File: src/cpic_pkg.sv
// Constants, types and shared functions of the cascaded interrupt controller pair.
// Assumes a single clock; index 0 is the primary controller, 1 the secondary.
package cpic_pkg;
	// Reset and initialization values
	localparam logic [7:0] CPIC_MASK_RST = 8'h00;
	localparam logic [2:0] CPIC_LOW_RST = 3'h7;
	localparam logic [7:0] CPIC_CASC_RST = 8'h07;
	localparam logic [4:0] CPIC_BASE_RST = 5'h00;
	localparam logic [7:0] CPIC_MODE_RST = 8'h00;
	localparam logic [2:0] CPIC_DEFAULT_LVL = 3'h7;
	// Inputs whose trigger style is fixed to edge (inputs 0, 2 and 8)
	localparam logic [15:0] CPIC_TRIG_ALLOWED = 16'hfefa;
	// Field positions of the command bytes
	localparam int CPIC_START_BIT = 4;
	localparam int CPIC_SEL3_BIT = 3;
	localparam int CPIC_POLL_BIT = 2;
	localparam int CPIC_RR_BIT = 1;
	localparam int CPIC_RIS_BIT = 0;
	localparam int CPIC_SELECTIVE_MASK_ENABLE_BIT_BIT = 6;
	localparam int CPIC_SMM_BIT = 5;
	localparam int CPIC_AUTO_COMPLETION_MODE_BIT = 1;
	localparam int CPIC_SFNM_BIT = 4;
	localparam int CPIC_BASE_LO = 3;
	localparam int CPIC_CMD_LO = 5;
	localparam int CPIC_POLL_FOUND_BIT = 7;
	// Codes of the rotate command field
	typedef enum logic [2:0] {
		CPIC_CMD_ROT_AUTO_COMPLETION_MODE_CLR = 3'h0,
		CPIC_CMD_NS_EOI = 3'h1,
		CPIC_CMD_NOP = 3'h2,
		CPIC_CMD_SP_EOI = 3'h3,
		CPIC_CMD_ROT_AUTO_COMPLETION_MODE_SET = 3'h4,
		CPIC_CMD_ROT_NS_EOI = 3'h5,
		CPIC_CMD_SET_PRIO = 3'h6,
		CPIC_CMD_ROT_SP_EOI = 3'h7
	} cpic_cmd_type;
	// Initialization sequence, Gray coded
	typedef enum logic [1:0] {
		CPIC_INIT_IDLE = 2'b00,
		CPIC_INIT_BASE = 2'b01,
		CPIC_INIT_CASC = 2'b11,
		CPIC_INIT_MODE = 2'b10
	} cpic_init_type;
	// Acknowledge pulse phase
	typedef enum logic {
		CPIC_ACK_FIRST = 1'b0,
		CPIC_ACK_SECOND = 1'b1
	} cpic_ack_type;
	// Highest-priority set bit under rotation: {found, level}
	function automatic logic [3:0] cpic_first(input logic [7:0] v, input logic [2:0] low);
		logic [3:0] r;
		logic [2:0] l;
		r = 4'h0;
		for (int i = 7; i >= 0; i--) begin
			l = low + 3'(i) + 3'h1;
			if (v[l]) r = {1'b1, l};
		end
		return r;
	endfunction : cpic_first
	// Rank of a level, 0 being the highest priority
	function automatic logic [2:0] cpic_pos(input logic [2:0] l, input logic [2:0] low);
		return 3'(l - low - 3'h1);
	endfunction : cpic_pos
endpackage : cpic_pkg

File: src/cpic_ctl_if.sv
// Control and status bundle between the port logic and one controller core.
// Assumes all signals are synchronous to the block clock.
`timescale 1ns/1ps
interface cpic_ctl_if;
	logic init;
	logic freeze;
	logic ack_take;
	logic auto_eoi;
	logic cmd_valid;
	logic selective_mask_mode;
	logic sfnm;
	logic [2:0] cmd;
	logic [2:0] lvl;
	logic [7:0] irq;
	logic [7:0] trig;
	logic [7:0] mask;
	logic [7:0] casc;
	logic req;
	logic [3:0] win;
	logic [7:0] pending_request_bits;
	logic [7:0] in_service_bits;
	modport ctl(output init, freeze, ack_take, auto_eoi, cmd_valid, selective_mask_mode, sfnm, cmd, lvl, irq,
		trig, mask, casc, input req, win, pending_request_bits, in_service_bits);
	modport core(input init, freeze, ack_take, auto_eoi, cmd_valid, selective_mask_mode, sfnm, cmd, lvl, irq,
		trig, mask, casc, output req, win, pending_request_bits, in_service_bits);
endinterface : cpic_ctl_if

File: src/cpic_core.sv
// One eight-input controller: request capture, priority, in-service and rotation.
// Assumes the port logic in the top module issues commands as one-cycle strobes.
`timescale 1ns/1ps
module cpic_core (
	// Clock and reset
	input wire logic clk_i,
	input wire logic reset_i,
	// Control bundle
	cpic_ctl_if.core c
);
	logic [7:0] irr_r, irr_nxt, isr_r, isr_nxt, prev_r, prev_nxt, blk;
	logic [2:0] low_r, low_nxt;
	logic rot_r, rot_nxt, do_ns, do_rot;
	logic [3:0] win, top, ns;

	// Arbitration against in-service levels
	always_comb begin
		win = cpic_pkg::cpic_first(irr_r & ~c.mask, low_r);
		blk = c.selective_mask_mode ? 8'h00 : (c.sfnm ? (isr_r & ~c.casc) : isr_r);
		top = cpic_pkg::cpic_first(blk, low_r);
		c.req = win[3] && (!top[3] ||
			cpic_pkg::cpic_pos(win[2:0], low_r) < cpic_pkg::cpic_pos(top[2:0], low_r));
		c.win = win;
		c.pending_request_bits = irr_r;
		c.in_service_bits = isr_r;
		ns = cpic_pkg::cpic_first(c.selective_mask_mode ? (isr_r & ~c.mask) : isr_r, low_r);
	end

	// Next request, service and priority state
	always_comb begin
		prev_nxt = c.irq;
		irr_nxt = irr_r;
		isr_nxt = isr_r;
		low_nxt = low_r;
		rot_nxt = rot_r;
		do_ns = c.auto_eoi || (c.cmd_valid && (c.cmd == cpic_pkg::CPIC_CMD_NS_EOI ||
			c.cmd == cpic_pkg::CPIC_CMD_ROT_NS_EOI));
		do_rot = c.auto_eoi ? rot_r : (c.cmd == cpic_pkg::CPIC_CMD_ROT_NS_EOI);
		// Edge inputs drop their request when the line falls
		if (!c.freeze) begin
			irr_nxt = (c.trig & c.irq) | (~c.trig & c.irq & (irr_r | (c.irq & ~prev_r)));
		end
		if (c.ack_take && c.req) begin
			isr_nxt[win[2:0]] = 1'b1;
			irr_nxt[win[2:0]] = 1'b0;
		end
		if (do_ns && ns[3]) begin
			isr_nxt[ns[2:0]] = 1'b0;
			if (do_rot) low_nxt = ns[2:0];
		end
		if (c.cmd_valid && !c.auto_eoi) begin
			case (c.cmd)
				cpic_pkg::CPIC_CMD_SP_EOI: isr_nxt[c.lvl] = 1'b0;
				cpic_pkg::CPIC_CMD_ROT_SP_EOI: begin
					isr_nxt[c.lvl] = 1'b0;
					low_nxt = c.lvl;
				end
				cpic_pkg::CPIC_CMD_SET_PRIO: low_nxt = c.lvl;
				cpic_pkg::CPIC_CMD_ROT_AUTO_COMPLETION_MODE_SET: rot_nxt = 1'b1;
				cpic_pkg::CPIC_CMD_ROT_AUTO_COMPLETION_MODE_CLR: rot_nxt = 1'b0;
				default: rot_nxt = rot_r;
			endcase
		end
		// Initialization makes edge inputs need a fresh rising edge afterwards
		if (c.init) begin
			irr_nxt = 8'h00;
			isr_nxt = 8'h00;
			prev_nxt = 8'hff;
			low_nxt = cpic_pkg::CPIC_LOW_RST;
			rot_nxt = 1'b0;
		end
	end

	// State registers
	always_ff @(posedge clk_i) begin
		if (reset_i) begin
			irr_r <= 8'h00;
			isr_r <= 8'h00;
			prev_r <= 8'hff;
			low_r <= cpic_pkg::CPIC_LOW_RST;
			rot_r <= 1'b0;
		end else begin
			irr_r <= irr_nxt;
			isr_r <= isr_nxt;
			prev_r <= prev_nxt;
			low_r <= low_nxt;
			rot_r <= rot_nxt;
		end
	end

	property p_set_prio;
		@(posedge clk_i) disable iff (reset_i)
		c.cmd_valid && !c.auto_eoi && !c.init && !c.ack_take && c.cmd == cpic_pkg::CPIC_CMD_SET_PRIO
		|=> low_r == $past(c.lvl) && isr_r == $past(isr_r);
	endproperty
	a_set_prio: assert property (p_set_prio) else $error("set priority wrong");
	property p_rot_sp;
		@(posedge clk_i) disable iff (reset_i)
		c.cmd_valid && !c.auto_eoi && !c.init && c.cmd == cpic_pkg::CPIC_CMD_ROT_SP_EOI
		|=> !isr_r[$past(c.lvl)] && low_r == $past(c.lvl);
	endproperty
	a_rot_sp: assert property (p_rot_sp) else $error("rotate specific wrong");
	property p_rot_ns;
		@(posedge clk_i) disable iff (reset_i)
		do_ns && do_rot && ns[3] && !c.init && !c.cmd_valid |=> low_r == $past(ns[2:0]);
	endproperty
	a_rot_ns: assert property (p_rot_ns) else $error("auto rotation wrong");
	property p_hold_isr;
		@(posedge clk_i) disable iff (reset_i)
		!c.init && !do_ns && !c.cmd_valid ##1 !c.init && !do_ns && !c.cmd_valid
		|=> (isr_r & $past(isr_r, 2)) == $past(isr_r, 2);
	endproperty
	a_hold_isr: assert property (p_hold_isr) else $error("in-service bit lost");
	property p_masked;
		@(posedge clk_i) disable iff (reset_i)
		c.req |-> !c.mask[win[2:0]] && irr_r[win[2:0]];
	endproperty
	a_masked: assert property (p_masked) else $error("masked level requested");
	property p_init;
		@(posedge clk_i) disable iff (reset_i)
		c.init |=> low_r == cpic_pkg::CPIC_LOW_RST && isr_r == 8'h00 && irr_r == 8'h00;
	endproperty
	a_init: assert property (p_init) else $error("init state wrong");
endmodule : cpic_core

File: src/cpic_top.sv
// Overview of operation
// - Vector bits 7:3 come from each controller's own base byte.
// - Secondary answers only when broadcast code matches its identity byte.
// - Levels ranked 0 highest to 7; winner's vector returned.
// - In-service bit held until completion; blocks equal and lower levels.
// - Special nested mode lets higher secondary requests through past its in-service bit.
// - Automatic rotation gives serviced level lowest priority, codes 101 and 100.
// - Set priority makes named level bottom, in-service untouched.
// - Rotate-specific completion clears named level and makes it bottom.
// - Poll bit freezes requests; next read acts as acknowledge.
// - Poll byte: bit 7 request present, bits 2:0 level.
// - Global level-trigger bit ignored; per-input select used.
// - Request gone by first pulse returns default level 7 vector.
// - Non-specific completion clears top in-service bit; specific clears named.
// - Special mask mode: masked in-service bits survive non-specific completion.
// - Automatic completion clears top in-service bit at second pulse.
// - Mask bit blocks its channel; primary input 2 blocks the secondary.
// - Vector low bits are the input number inside the answering controller.
// - First pulse sets in-service, clears request, broadcasts identity code.
// - Base-port write with bit 4 starts three-byte initialization.
// - Initialization clears mask, level 7 lowest, identity 7, mask mode off.
// Top of the cascaded pair: command ports, acknowledge sequencing and readback.
// Assumes port accesses and acknowledge strobes are synchronous single-cycle events.
`timescale 1ns/1ps
module cpic_top (
	// Clock and reset
	input wire logic clk_i,
	input wire logic reset_i,
	// Port writes: sel 0 primary, 1 secondary; addr 0 base, 1 data
	input wire logic wr_en_i,
	input wire logic wr_sel_i,
	input wire logic wr_addr_i,
	input wire logic [7:0] wr_data_i,
	// Port reads
	input wire logic rd_en_i,
	input wire logic rd_sel_i,
	input wire logic rd_addr_i,
	output logic [7:0] rd_data_o,
	output logic rd_valid_o,
	// Request lines and per-input trigger style
	input wire logic [15:0] irq_i,
	input wire logic [15:0] trigger_style_select_i,
	// Processor side
	input wire logic internal_ack_pulse_i,
	output logic cpu_request_out_o,
	output logic [7:0] vector_o,
	output logic vector_valid_o
);
	cpic_pkg::cpic_init_type st_r [2];
	cpic_pkg::cpic_init_type st_nxt [2];
	logic [1:0][4:0] base_r, base_nxt;
	logic [1:0][7:0] casc_r, casc_nxt, mode_r, mode_nxt, mask_r, mask_nxt;
	logic [1:0] smm_r, smm_nxt, rdisr_r, rdisr_nxt, poll_r, poll_nxt;
	logic [1:0] init_s, cmd_s, poll_rd, ack_s, auto_completion_mode_s;
	logic [1:0][7:0] irq_s, irr_s, isr_s;
	logic [1:0][3:0] win_s;
	logic [1:0] req_s;
	cpic_pkg::cpic_ack_type phase_r, phase_nxt;
	logic sec_resp_r, sec_resp_nxt, p_ok_r, p_ok_nxt, s_ok_r, s_ok_nxt;
	logic [2:0] p_lvl_r, p_lvl_nxt, s_lvl_r, s_lvl_nxt, id_r, id_nxt;
	logic first_ack, second_ack, casc_hit;
	logic [7:0] vec_nxt, rd_nxt;
	logic vec_v_nxt, rd_v_nxt, cpu_nxt;
	logic [15:0] trig;

	// Fixed-edge inputs cannot be switched to level
	assign trig = trigger_style_select_i & cpic_pkg::CPIC_TRIG_ALLOWED;
	// Primary input 2 carries the secondary request
	assign irq_s[1] = irq_i[15:8];
	assign irq_s[0] = {irq_i[7:3], req_s[1], irq_i[1:0]};

	// Two controller cores
	for (genvar k = 0; k < 2; k++) begin : g_ctl
		cpic_ctl_if cif ();
		cpic_core u_core (
			.clk_i(clk_i),
			.reset_i(reset_i),
			.c(cif.core)
		);
		assign cif.init = init_s[k];
		assign cif.freeze = poll_r[k];
		assign cif.ack_take = ack_s[k];
		assign cif.auto_eoi = auto_completion_mode_s[k];
		assign cif.cmd_valid = cmd_s[k];
		assign cif.selective_mask_mode = smm_r[k];
		assign cif.sfnm = mode_r[k][cpic_pkg::CPIC_SFNM_BIT];
		assign cif.cmd = wr_data_i[7:cpic_pkg::CPIC_CMD_LO];
		assign cif.lvl = wr_data_i[2:0];
		assign cif.irq = irq_s[k];
		assign cif.trig = trig[8*k +: 8];
		assign cif.mask = mask_r[k];
		assign cif.casc = casc_r[k];
		assign req_s[k] = cif.req;
		assign win_s[k] = cif.win;
		assign irr_s[k] = cif.pending_request_bits;
		assign isr_s[k] = cif.in_service_bits;
	end

	// Command byte decode and initialization sequence
	always_comb begin
		for (int k = 0; k < 2; k++) begin
			st_nxt[k] = st_r[k];
			base_nxt[k] = base_r[k];
			casc_nxt[k] = casc_r[k];
			mode_nxt[k] = mode_r[k];
			mask_nxt[k] = mask_r[k];
			smm_nxt[k] = smm_r[k];
			rdisr_nxt[k] = rdisr_r[k];
			poll_nxt[k] = poll_r[k];
			init_s[k] = 1'b0;
			cmd_s[k] = 1'b0;
			poll_rd[k] = rd_en_i && (rd_sel_i == 1'(k)) && !rd_addr_i && poll_r[k];
			if (poll_rd[k]) poll_nxt[k] = 1'b0;
			if (wr_en_i && (wr_sel_i == 1'(k))) begin
				if (!wr_addr_i) begin
					// Global level-trigger bit 3 is not used
					if (wr_data_i[cpic_pkg::CPIC_START_BIT]) begin
						init_s[k] = 1'b1;
						st_nxt[k] = cpic_pkg::CPIC_INIT_BASE;
						mask_nxt[k] = cpic_pkg::CPIC_MASK_RST;
						casc_nxt[k] = cpic_pkg::CPIC_CASC_RST;
						smm_nxt[k] = 1'b0;
						rdisr_nxt[k] = 1'b0;
						poll_nxt[k] = 1'b0;
					end else if (wr_data_i[cpic_pkg::CPIC_SEL3_BIT]) begin
						poll_nxt[k] = wr_data_i[cpic_pkg::CPIC_POLL_BIT];
						if (wr_data_i[cpic_pkg::CPIC_RR_BIT]) begin
							rdisr_nxt[k] = wr_data_i[cpic_pkg::CPIC_RIS_BIT];
						end
						if (wr_data_i[cpic_pkg::CPIC_SELECTIVE_MASK_ENABLE_BIT_BIT]) begin
							smm_nxt[k] = wr_data_i[cpic_pkg::CPIC_SMM_BIT];
						end
					end else begin
						cmd_s[k] = 1'b1;
					end
				end else begin
					case (st_r[k])
						cpic_pkg::CPIC_INIT_BASE: begin
							base_nxt[k] = wr_data_i[7:cpic_pkg::CPIC_BASE_LO];
							st_nxt[k] = cpic_pkg::CPIC_INIT_CASC;
						end
						cpic_pkg::CPIC_INIT_CASC: begin
							casc_nxt[k] = wr_data_i;
							st_nxt[k] = cpic_pkg::CPIC_INIT_MODE;
						end
						cpic_pkg::CPIC_INIT_MODE: begin
							mode_nxt[k] = wr_data_i;
							st_nxt[k] = cpic_pkg::CPIC_INIT_IDLE;
						end
						default: mask_nxt[k] = wr_data_i;
					endcase
				end
			end
		end
	end

	// Acknowledge sequencing and vector selection
	always_comb begin
		first_ack = internal_ack_pulse_i && (phase_r == cpic_pkg::CPIC_ACK_FIRST);
		second_ack = internal_ack_pulse_i && (phase_r == cpic_pkg::CPIC_ACK_SECOND);
		casc_hit = req_s[0] && casc_r[0][win_s[0][2:0]] &&
			(win_s[0][2:0] == casc_r[1][2:0]);
		ack_s[0] = first_ack || poll_rd[0];
		ack_s[1] = (first_ack && casc_hit) || poll_rd[1];
		auto_completion_mode_s[0] = second_ack && p_ok_r && mode_r[0][cpic_pkg::CPIC_AUTO_COMPLETION_MODE_BIT];
		auto_completion_mode_s[1] = second_ack && sec_resp_r && s_ok_r && mode_r[1][cpic_pkg::CPIC_AUTO_COMPLETION_MODE_BIT];
		phase_nxt = phase_r;
		sec_resp_nxt = sec_resp_r;
		p_ok_nxt = p_ok_r;
		p_lvl_nxt = p_lvl_r;
		s_ok_nxt = s_ok_r;
		s_lvl_nxt = s_lvl_r;
		id_nxt = id_r;
		vec_nxt = vector_o;
		vec_v_nxt = 1'b0;
		if (first_ack) begin
			phase_nxt = cpic_pkg::CPIC_ACK_SECOND;
			p_ok_nxt = req_s[0];
			p_lvl_nxt = win_s[0][2:0];
			id_nxt = win_s[0][2:0];
			sec_resp_nxt = casc_hit;
			s_ok_nxt = req_s[1];
			s_lvl_nxt = win_s[1][2:0];
		end
		if (second_ack) begin
			phase_nxt = cpic_pkg::CPIC_ACK_FIRST;
			vec_v_nxt = 1'b1;
			if (sec_resp_r) begin
				vec_nxt = {base_r[1], s_ok_r ? s_lvl_r : cpic_pkg::CPIC_DEFAULT_LVL};
			end else begin
				vec_nxt = {base_r[0], p_ok_r ? p_lvl_r : cpic_pkg::CPIC_DEFAULT_LVL};
			end
		end
		// Request to the processor drops while an acknowledge is under way
		cpu_nxt = req_s[0] && (phase_nxt == cpic_pkg::CPIC_ACK_FIRST) && !first_ack;
	end

	// Port readback
	always_comb begin
		rd_nxt = rd_data_o;
		rd_v_nxt = 1'b0;
		if (rd_en_i) begin
			rd_v_nxt = 1'b1;
			if (rd_addr_i) begin
				rd_nxt = mask_r[rd_sel_i];
			end else if (poll_r[rd_sel_i]) begin
				rd_nxt = {req_s[rd_sel_i], 4'h0, win_s[rd_sel_i][2:0]};
			end else begin
				rd_nxt = rdisr_r[rd_sel_i] ? isr_s[rd_sel_i] : irr_s[rd_sel_i];
			end
		end
	end

	// Registers
	always_ff @(posedge clk_i) begin
		if (reset_i) begin
			for (int k = 0; k < 2; k++) begin
				st_r[k] <= cpic_pkg::CPIC_INIT_IDLE;
			end
			base_r <= {2{cpic_pkg::CPIC_BASE_RST}};
			casc_r <= {2{cpic_pkg::CPIC_CASC_RST}};
			mode_r <= {2{cpic_pkg::CPIC_MODE_RST}};
			mask_r <= {2{cpic_pkg::CPIC_MASK_RST}};
			smm_r <= 2'h0;
			rdisr_r <= 2'h0;
			poll_r <= 2'h0;
			phase_r <= cpic_pkg::CPIC_ACK_FIRST;
			sec_resp_r <= 1'b0;
			p_ok_r <= 1'b0;
			p_lvl_r <= 3'h0;
			s_ok_r <= 1'b0;
			s_lvl_r <= 3'h0;
			id_r <= 3'h0;
			vector_o <= 8'h00;
			vector_valid_o <= 1'b0;
			rd_data_o <= 8'h00;
			rd_valid_o <= 1'b0;
			cpu_request_out_o <= 1'b0;
		end else begin
			st_r <= st_nxt;
			base_r <= base_nxt;
			casc_r <= casc_nxt;
			mode_r <= mode_nxt;
			mask_r <= mask_nxt;
			smm_r <= smm_nxt;
			rdisr_r <= rdisr_nxt;
			poll_r <= poll_nxt;
			phase_r <= phase_nxt;
			sec_resp_r <= sec_resp_nxt;
			p_ok_r <= p_ok_nxt;
			p_lvl_r <= p_lvl_nxt;
			s_ok_r <= s_ok_nxt;
			s_lvl_r <= s_lvl_nxt;
			id_r <= id_nxt;
			vector_o <= vec_nxt;
			vector_valid_o <= vec_v_nxt;
			rd_data_o <= rd_nxt;
			rd_valid_o <= rd_v_nxt;
			cpu_request_out_o <= cpu_nxt;
		end
	end

	property p_prim_vec;
		@(posedge clk_i) disable iff (reset_i)
		second_ack && !sec_resp_r && p_ok_r |=> vector_valid_o && vector_o == {$past(base_r[0]),
			$past(p_lvl_r)};
	endproperty
	a_prim_vec: assert property (p_prim_vec) else $error("primary vector wrong");
	property p_sec_vec;
		@(posedge clk_i) disable iff (reset_i)
		second_ack && sec_resp_r |=> vector_o[7:3] == $past(base_r[1]);
	endproperty
	a_sec_vec: assert property (p_sec_vec) else $error("secondary base wrong");
	property p_default;
		@(posedge clk_i) disable iff (reset_i)
		second_ack && !sec_resp_r && !p_ok_r |=> vector_valid_o &&
			vector_o == {$past(base_r[0]), 3'h7};
	endproperty
	a_default: assert property (p_default) else $error("default vector missing");
	property p_match;
		@(posedge clk_i) disable iff (reset_i)
		first_ack && casc_hit |=> sec_resp_r && id_r == casc_r[1][2:0];
	endproperty
	a_match: assert property (p_match) else $error("identity mismatch");
	property p_poll;
		@(posedge clk_i) disable iff (reset_i)
		poll_rd[0] && !rd_sel_i |=> rd_valid_o && rd_data_o[7] == $past(req_s[0]) &&
			rd_data_o[6:3] == 4'h0;
	endproperty
	a_poll: assert property (p_poll) else $error("poll byte wrong");
	property p_cpu;
		@(posedge clk_i) disable iff (reset_i)
		first_ack |=> !cpu_request_out_o [*1] ##1 !cpu_request_out_o || internal_ack_pulse_i;
	endproperty
	a_cpu: assert property (p_cpu) else $error("request not held off");
	property p_init_mask;
		@(posedge clk_i) disable iff (reset_i)
		init_s[0] |=> mask_r[0] == 8'h00 && !smm_r[0] && st_r[0] == cpic_pkg::CPIC_INIT_BASE;
	endproperty
	a_init_mask: assert property (p_init_mask) else $error("init clear wrong");
	property p_auto_completion_mode;
		@(posedge clk_i) disable iff (reset_i)
		auto_completion_mode_s[0] && isr_s[0] != 8'h00 && !smm_r[0] && !cmd_s[0] && !init_s[0]
		|=> $countones(isr_s[0]) == $countones($past(isr_s[0])) - 1;
	endproperty
	a_auto_completion_mode: assert property (p_auto_completion_mode) else $error("auto completion missed");
endmodule : cpic_top

File: config.mk
export PLATFORM = sky130hd
export DESIGN_NAME = cpic_top
export DESIGN_NICKNAME = d
export VERILOG_FILES = /design/src/cpic_pkg.sv /design/src/cpic_ctl_if.sv /design/src/cpic_core.sv /design/src/cpic_top.sv
export SDC_FILE = /design/constraint.sdc
export NUM_CORES = 1
export LEC_CHECK = 0
export BUFFER_PORTS_ARGS = -buffer_cell sky130_fd_sc_hd__clkbuf_2
export CORE_AREA = 8 8 175 177
export CTS_BUF_LIST = sky130_fd_sc_hd__clkbuf_8
export CTS_CLUSTER_DIAMETER = 40
export DETAILED_ROUTE_END_ITERATION = 16
export DIE_AREA = 0 0 183 185
export GPL_TIMING_DRIVEN = 0
export PLACE_DENSITY = 0.58
export SKIP_CTS_REPAIR_TIMING = 1
export SLEW_MARGIN = 20
export SYNTH_ARGS = -nofsm -noshare
export SYNTH_HDL_FRONTEND = slang
export SYNTH_SLANG_ARGS = --single-unit
export TNS_END_PERCENT = 30
File: constraint.sdc
create_clock -name clk_i -period 7.5 [get_ports clk_i]
set_input_delay 0 -clock clk_i [delete_from_list [all_inputs] [get_ports clk_i]]
set_output_delay 0 -clock clk_i [all_outputs]
set_load 0.01 [all_outputs]
**After elaboration in Yosys (flattened, before gate mapping)**

Cells that the tools add are included.
Widths: inputs -> output; s select.

- $add $sub $neg: 36
- Magnitude comparators: 29
- Eq/ne operators: 19
- Reductions and logical operators: 76
- Multiplexer cells: 249
- Bitwise gates (word level): 44

Operators with widths:

| cell | number |
|---|---|
| $mux 8 | 38 |
| $mux 4 | 48 |
| $and 8x8->8 | 20 |
| $bmux 1 s3 | 49 |
| $not 8->8 | 13 |
| $mux 1 | 91 |
| $lt 3x4->1 const B | 21 |
| $add 3x1->3 const B | 16 |
| $or 8x8->8 | 6 |
| $mux 3 | 12 |
| $logic_and 1x1->1 | 35 |
| $reduce_and 3->1 | 10 |
| $add 3x3->3 const B | 8 |
| $reduce_and 4->1 | 4 |
| $demux 1 s3 | 5 |
| $ge 3x1->1 const B | 5 |
| $add 3x2->3 const B | 4 |
| $eq 3x3->1 const B | 4 |
| $pmux 2 s3 | 2 |
| $sub 3x1->3 const B | 4 |
| $sub 3x3->3 | 4 |
| $reduce_bool 2->1 | 5 |
| $eq 2x2->1 const B | 4 |
| $ne 4x1->1 const B | 2 |
| 17 further kinds | 43 |

- Flip-flop bits (word level): 147
- Output and inout bits: 19
- Logic and storage cells: 489
- Input bits: 49

**Depth between registers and ports, before layout**

- Depth in word-level cells: 30
- Gate-level depth with buffers: 29
- Depth with buffers taken out: 23

**By module**

From an unflattened synthesis, not the netlist that was laid out.

- Cell total of the unflattened synthesis: 1,522
- Area, all modules: 13,326.5 um^2

Modules (own cells, without submodules):

| module | seq. area each (um^2) | instances | area an instance (um^2) | cells each |
|---|---|---|---|---|
| cpic_core at g_ctl[0].u_core | 560.5 | 1 | 4,765.8 | 540 |
| cpic_core at g_ctl[1].u_core | 560.5 | 1 | 4,465.5 | 536 |
| cpic_top | 1,701.6 | 1 | 4,095.2 | 446 |

**Worst setup path after synthesis**

Ideal clock, no wire load.

- Path kind: reg-to-reg
- From: register g_ctl[1].u_core.low_r[0]
- To: register g_ctl[1].u_core.isr_r[4]
- Clock period less this slack: 6.311 ns
- Setup time: 0.069 ns
- Path slack: 1.189 ns
- Buffers on the path: 6
- Required time: 7.431 ns
- Stages on the path, launching flop included: 28
- Arrival time: 6.242 ns
- Path through: dfxtp_1 -> buf_4 -> buf_4 -> inv_2 -> buf_6 -> clkbuf_1 -> ha_1 -> clkbuf_1 -> clkinv_1 -> buf_2 -> mux4_2 -> mux2i_1 -> nor2_1 -> a211oi_1 -> a21oi_1 -> o21ai_0 -> a311oi_1 -> a221o_1 -> fa_1 -> xnor2_1 -> xnor2_1 -> ha_1 -> nor2b_1 -> o32a_1 -> a31oi_1 -> nand3b_1 -> or4_1 -> o21ai_1

- Word-level cells in the longest chain between the ends: 24
- Elaborated cells on any way between the ends: 114
- Classes of those cells: add/sub: 18; order compare: 5; mux: 80; bitwise: 4; reduce/logical: 7

RTL lines:

| what | line | RTL |
|---|---|---|
| start: declaration | cpic_core.sv:12 | `logic [2:0] low_r, low_nxt;` |
| start signal: assignment | cpic_core.sv:80 | `low_r <= cpic_pkg::CPIC_LOW_RST;` |
| start signal: assignment | cpic_core.sv:86 | `low_r <= low_nxt;` |
| $add 3x3->3 | cpic_pkg.sv:55 | `l = low + 3'(i) + 3'h1;` |
| $add 3x1->3 | cpic_pkg.sv:55 |  |
| $bmux 1 s3 | cpic_pkg.sv:56 | `if (v[l]) r = {1'b1, l};` |
| $mux 1 (implied by the code) | cpic_pkg.sv:56 |  |
| $mux 4 (8 in a row) | cpic_pkg.sv:56 |  |
| $sub 3x3->3 | cpic_pkg.sv:62 | `return 3'(l - low - 3'h1);` |
| $sub 3x1->3 | cpic_pkg.sv:62 |  |
| $lt 3x3->1 | cpic_core.sv:22 | `cpic_pkg::cpic_pos(win[2:0], low_r) < cpic_pkg::cpic_pos(top[2:0], low_r));` |
| $logic_or 1x1->1 | cpic_core.sv:21 | `c.req = win[3] && (!top[3] \|\|` |
| $logic_and 1x1->1 | cpic_core.sv:21 |  |
| $logic_and 1x1->1 | cpic_core.sv:43 | `if (c.ack_take && c.req) begin` |
| $mux 8 | cpic_core.sv:43 |  |
| $and 8x8->8 (no source line) | n/a |  |
| $mux 8 * | cpic_core.sv:47 | `if (do_ns && ns[3]) begin` |
| $and 8x8->8 (no source line) | n/a |  |
| $mux 8 | n/a |  |
| $mux 8 * | cpic_core.sv:51 | `if (c.cmd_valid && !c.auto_eoi) begin` |
| end signal: assignment | cpic_core.sv:84 | `isr_r <= isr_nxt;` |
| end: declaration | cpic_core.sv:11 | `logic [7:0] irr_r, irr_nxt, isr_r, isr_nxt, prev_r, prev_nxt, blk;` |

Mark *: on every way between the ends. The rest lies on a longest branch, timed or not. The select of a mux whose other input is x is not followed.
A chain may end at the register's enable or synchronous reset.

**Final worst setup path**

- From: register g_ctl[1].u_core.low_r[1]
- To: register g_ctl[1].u_core.isr_r[4]

Same word-level chain as after synthesis.

==> implementation parameters <==
Parameter                              Value

Critical path
  Required time worst endpoint ... 7900 ps
  Endpoint class of the critical path ... register
  Cell with the largest stage delay on the worst path ... dfxtp_1
  Setup CP Type ... reg2reg
  Crit start category ... register
  Highest fanout seen on the critical path ... 10
  Delay of the slowest cell on the worst path ... 690 ps
  Signal arrival time at the worst endpoint ... 7590 ps
  Setup slack of the most critical reg-to-reg path ... 310 ps
  Source of the worst register-to-register timing path ... g_ctl[1].u_core.low_r[1]
  Worst Reg-to-Reg Cells ... 25
  Endpoint of the worst-slack reg-to-reg timing path ... g_ctl[1].u_core.c.in_service_bits[4]

Timing
  Highest clock frequency the design can meet ... 0.1392 GHz
  Final hold violation count ... 7
  Final Max Slew Viols ... 0
  Max-slew headroom ... 22.28%
  Final period utilization ... 95.81%
  Setup repair after global routing missed its margin ... false
  Transition time at the pin with the least slew margin ... 1157 ps
  Final Setup Violations ... 0
  Setup skew after layout ... 25.13 ps
  Worst Hold Margin ... -30.96 ps
  Min Tclk post-route ... 7186 ps

Detailed routing
  Drt first pass iters ... 6
  Uppermost layer routed ... met4
  Routed wire length on met3 ... 3.951 mm
  Number of vias per cell ... 6.312
  DRC marker count from the first detailed-route iteration ... 1471
  WL/cell ... 23.27 microns
  Routed length on met2 ... 20.41 mm
  DRC violation count after routing ... 0
  Routed wire length ... 46.56 mm
  Total number of vias ... 12631
  Post-route antenna net violation count ... 0
  Met1 Routed Length ... 20.69 mm

Global routing
  Maximum number of pins on one net before global-route repair ... 19
  Aggregate global routing overflow ... 0
  GR Util All Layers ... 26.66%
  First-pass GRT wire length ... 69.68 mm
  Antenna violations before repair ... 0
  Vias in the first global route ... 11718

Synth
  Nets in the synthesized netlist ... 1563
  Seq cells post-synth ... 141
  Asr flop ratio synth ... 0%
  Leading register cell type out of synthesis ... dfxtp_1
  Share of synthesized area occupied by flip-flops and latches ... 22.91%
  Number of synthesized flops with an enable pin ... 0
  Area of the mapped netlist ... 12320 sq um
  Synth Warn # ... 0
  Count of cell types in the netlist ... 86
  Post-Synthesis Mean Instance Area ... 8.246 sq um
  Cells after synthesis ... 1494

Min path
  Hold Crit Endpoint ... g_ctl[1].u_core.c.pending_request_bits[4]
  Cell depth of the worst hold path ... 5
  Hold Crit Start ... trigger_style_select_i[12]
  Worst hold-check path type ... in2reg

Outcome
  Violations in the final reports ... hold timing
  Run status ... finished, violations left

Floorplanning
  Effective utilization at floorplan ... 43.87%
  Num rows ... 62
  Die height ... 185 microns
  CORE AREA ... 28080 sq um
  Die footprint ... 33860 sq um
  Die width ... 183 microns
  I/O pin total ... 68

CTS
  Number of H-tree levels ... 4
  Maximum root-to-sink buffer count ... 2
  CTS tree ... yes
  Clock latency on the worst-skew pair ... 480 ps
  Clock-pin slew of the registers on the worst-case setup and hold paths ... 90 ps
  Clk sinks ... 141
  Clk root buf ... clkbuf_8
  Total CTS buffers ... 17

Cells and area
  Most used cells in the layout excluding fill and tap cells ... nor2_1 (150), dfxtp_1 (141), a21oi_1 (119)
  Relative area change from synthesis to final layout ... 12.93%
  Number of nets in the finished design ... 1673
  Antenna cell count ... 0
  Layout cell share with drive strength beyond 1 ... 16.82%
  Most common cell after layout, fill and taps aside ... nor2_1
  Core Util, Final ... 49.54%

Pwr
  Static Leak ... 5.136 nW
  Worst vdd ir ... 0.0001257 V
  Power Dens Cells ... 145.4 nW/um^2
  Total power after layout ... 2.023 mW

Place
  Port-buffer cells ... 57
  HPWL reported at the end of detailed placement ... 35.90 mm
  Final GP Congestion ... 0.9794

Run
  Max-cap viol count ... 0
==> metrics by stage <==
step	std cells	TNS (ps)	area [sq um]	setup WS [ps]
6_report	2001	0	13910	314.4
5_1_grt	2001	0	13910	6.846
3_3_place_gp	1935	-30190	13090	-1508
3_5_place_dp	1935	-15140	13100	-604.1
2_1_floorplan	1494	0	12320	1189
4_1_cts	1967	-18180	13520	-703.0
==> flip-flops by register name (all words and copies together) (netlist names), 2 cells and up <==
name,flops
g_ctl.cif.casc,16
poll_r,2
s_lvl_r,3
rd_data_o,8
g_ctl.u_core.prev_r,16
g_ctl.u_core.c.pending_request_bits,16
g_ctl.cif.mask,16
g_ctl.u_core.low_r,6
g_ctl.u_core.rot_r,2
g_ctl.u_core.c.in_service_bits,16
mode_r,2
smm_r,2
base_r,10
st_r,4
rdisr_r,2
vector_o,8
g_ctl.cif.sfnm,2
p_lvl_r,3
==> layout make-up <==
| type | instances | area, sq um |
|---|---|---|
| fillers | 2802 | 14170 |
| multi-input cells | 1196 | 8891 |
| flip-flops and latches | 141 | 2823 |
| repair buffers | 93 | 613.1 |
| well taps | 384 | 480.5 |
| plain buffers | 101 | 467.9 |
| clock buffers | 17 | 234.0 |
| inverters | 54 | 210.2 |
| clock inverters | 15 | 192.7 |
==> routing by layer <==
metal | up-vias | GRT usage, %
li1 | 5848 | -
met1 | 6085 | 36.41
met2 | 594 | 41.21
met3 | 104 | 5.532
met4 | 0 | 9.304
met5 | - | 0
==> cell families after synthesis <==
| family | after synthesis | synth area share (%) |
|---|---|---|
| multiplexers | 196 | 22.09 |
| XOR/XNOR | 20 | 1.635 |
| AND/OR/NAND/NOR | 506 | 20.81 |
| adder cells (fa/ha/maj) | 20 | 2.275 |
| flip-flops | 141 | 22.91 |
| buffers and inverters | 157 | 5.403 |
| AO/OA/AOI/OAI | 454 | 24.87 |
==> how the worst max path moves through the flow <==
stage / slack [ps] / start / to
final: 310 / g_ctl[1].u_core.low_r[1] / g_ctl[1].u_core.c.in_service_bits[4]
after global routing: 7 / g_ctl[1].u_core.low_r[0] / g_ctl[1].u_core.c.in_service_bits[4]
after CTS: -700 / g_ctl[0].u_core.low_r[0] / g_ctl[0].u_core.c.in_service_bits[7]
after detailed placement: -600 / g_ctl[0].u_core.low_r[0] / g_ctl[0].u_core.c.in_service_bits[7]
after global placement: -1510 / g_ctl[1].u_core.low_r[1] / g_ctl[1].u_core.c.in_service_bits[4]
after floorplan: 1190 / g_ctl[1].u_core.low_r[0] / g_ctl[1].u_core.c.in_service_bits[4]
==> synthesized netlist by cell type (all sizes together) (8+ instances only) <==
| master | instances | share of area (%) |
|---|---|---|
| o221ai | 17 | 1.2 |
| a21o | 9 | 0.55 |
| nor2b | 39 | 2.0 |
| mux2 | 37 | 3.4 |
| a221oi | 11 | 0.88 |
| nor3 | 24 | 1.1 |
| a211o | 14 | 1.0 |
| mux2i | 102 | 8.3 |
| o211ai | 22 | 1.3 |
| dfxtp | 141 | 23 |
| mux4 | 57 | 10 |
| and2 | 15 | 0.76 |
| nand4 | 10 | 0.51 |
| o21ai | 76 | 3.1 |
| buf | 36 | 1.7 |
| a21boi | 9 | 0.55 |
| ha | 16 | 1.6 |
| nand2 | 107 | 3.3 |
| a22oi | 15 | 0.91 |
| and3 | 12 | 0.61 |
| or2 | 9 | 0.46 |
| xnor2 | 14 | 1.1 |
| o22ai | 13 | 0.66 |
| nand3b | 13 | 0.79 |
| and3b | 8 | 0.60 |
| nor2 | 150 | 4.6 |
| inv | 53 | 1.6 |
| clkbuf | 67 | 2.0 |
| nand2b | 58 | 2.9 |
| nand3 | 35 | 1.5 |
| a211oi | 51 | 3.1 |
| a31oi | 20 | 1.0 |
| a21oi | 120 | 4.9 |
==> worst max-delay path: cells and delay by family (launching register included) <==
kind                       cells  cell delay [ps]
AOI/OAI and AO/OA              8             1720
buffers and inverters          6             1490
adders and majority gates      3             1090
muxes                          2              890
and+or+nand+nor                4              880
DFF                            1              690
xor gates and xnor gates       2              310
==> report_power, final <==
part           total [mW]  internal (mW)  switching [mW]
clock               0.649          0.260           0.389
sequential          0.815          0.781          0.0341
combinational       0.560          0.211           0.349
Note: power is estimated with default switching activity, not from simulation.
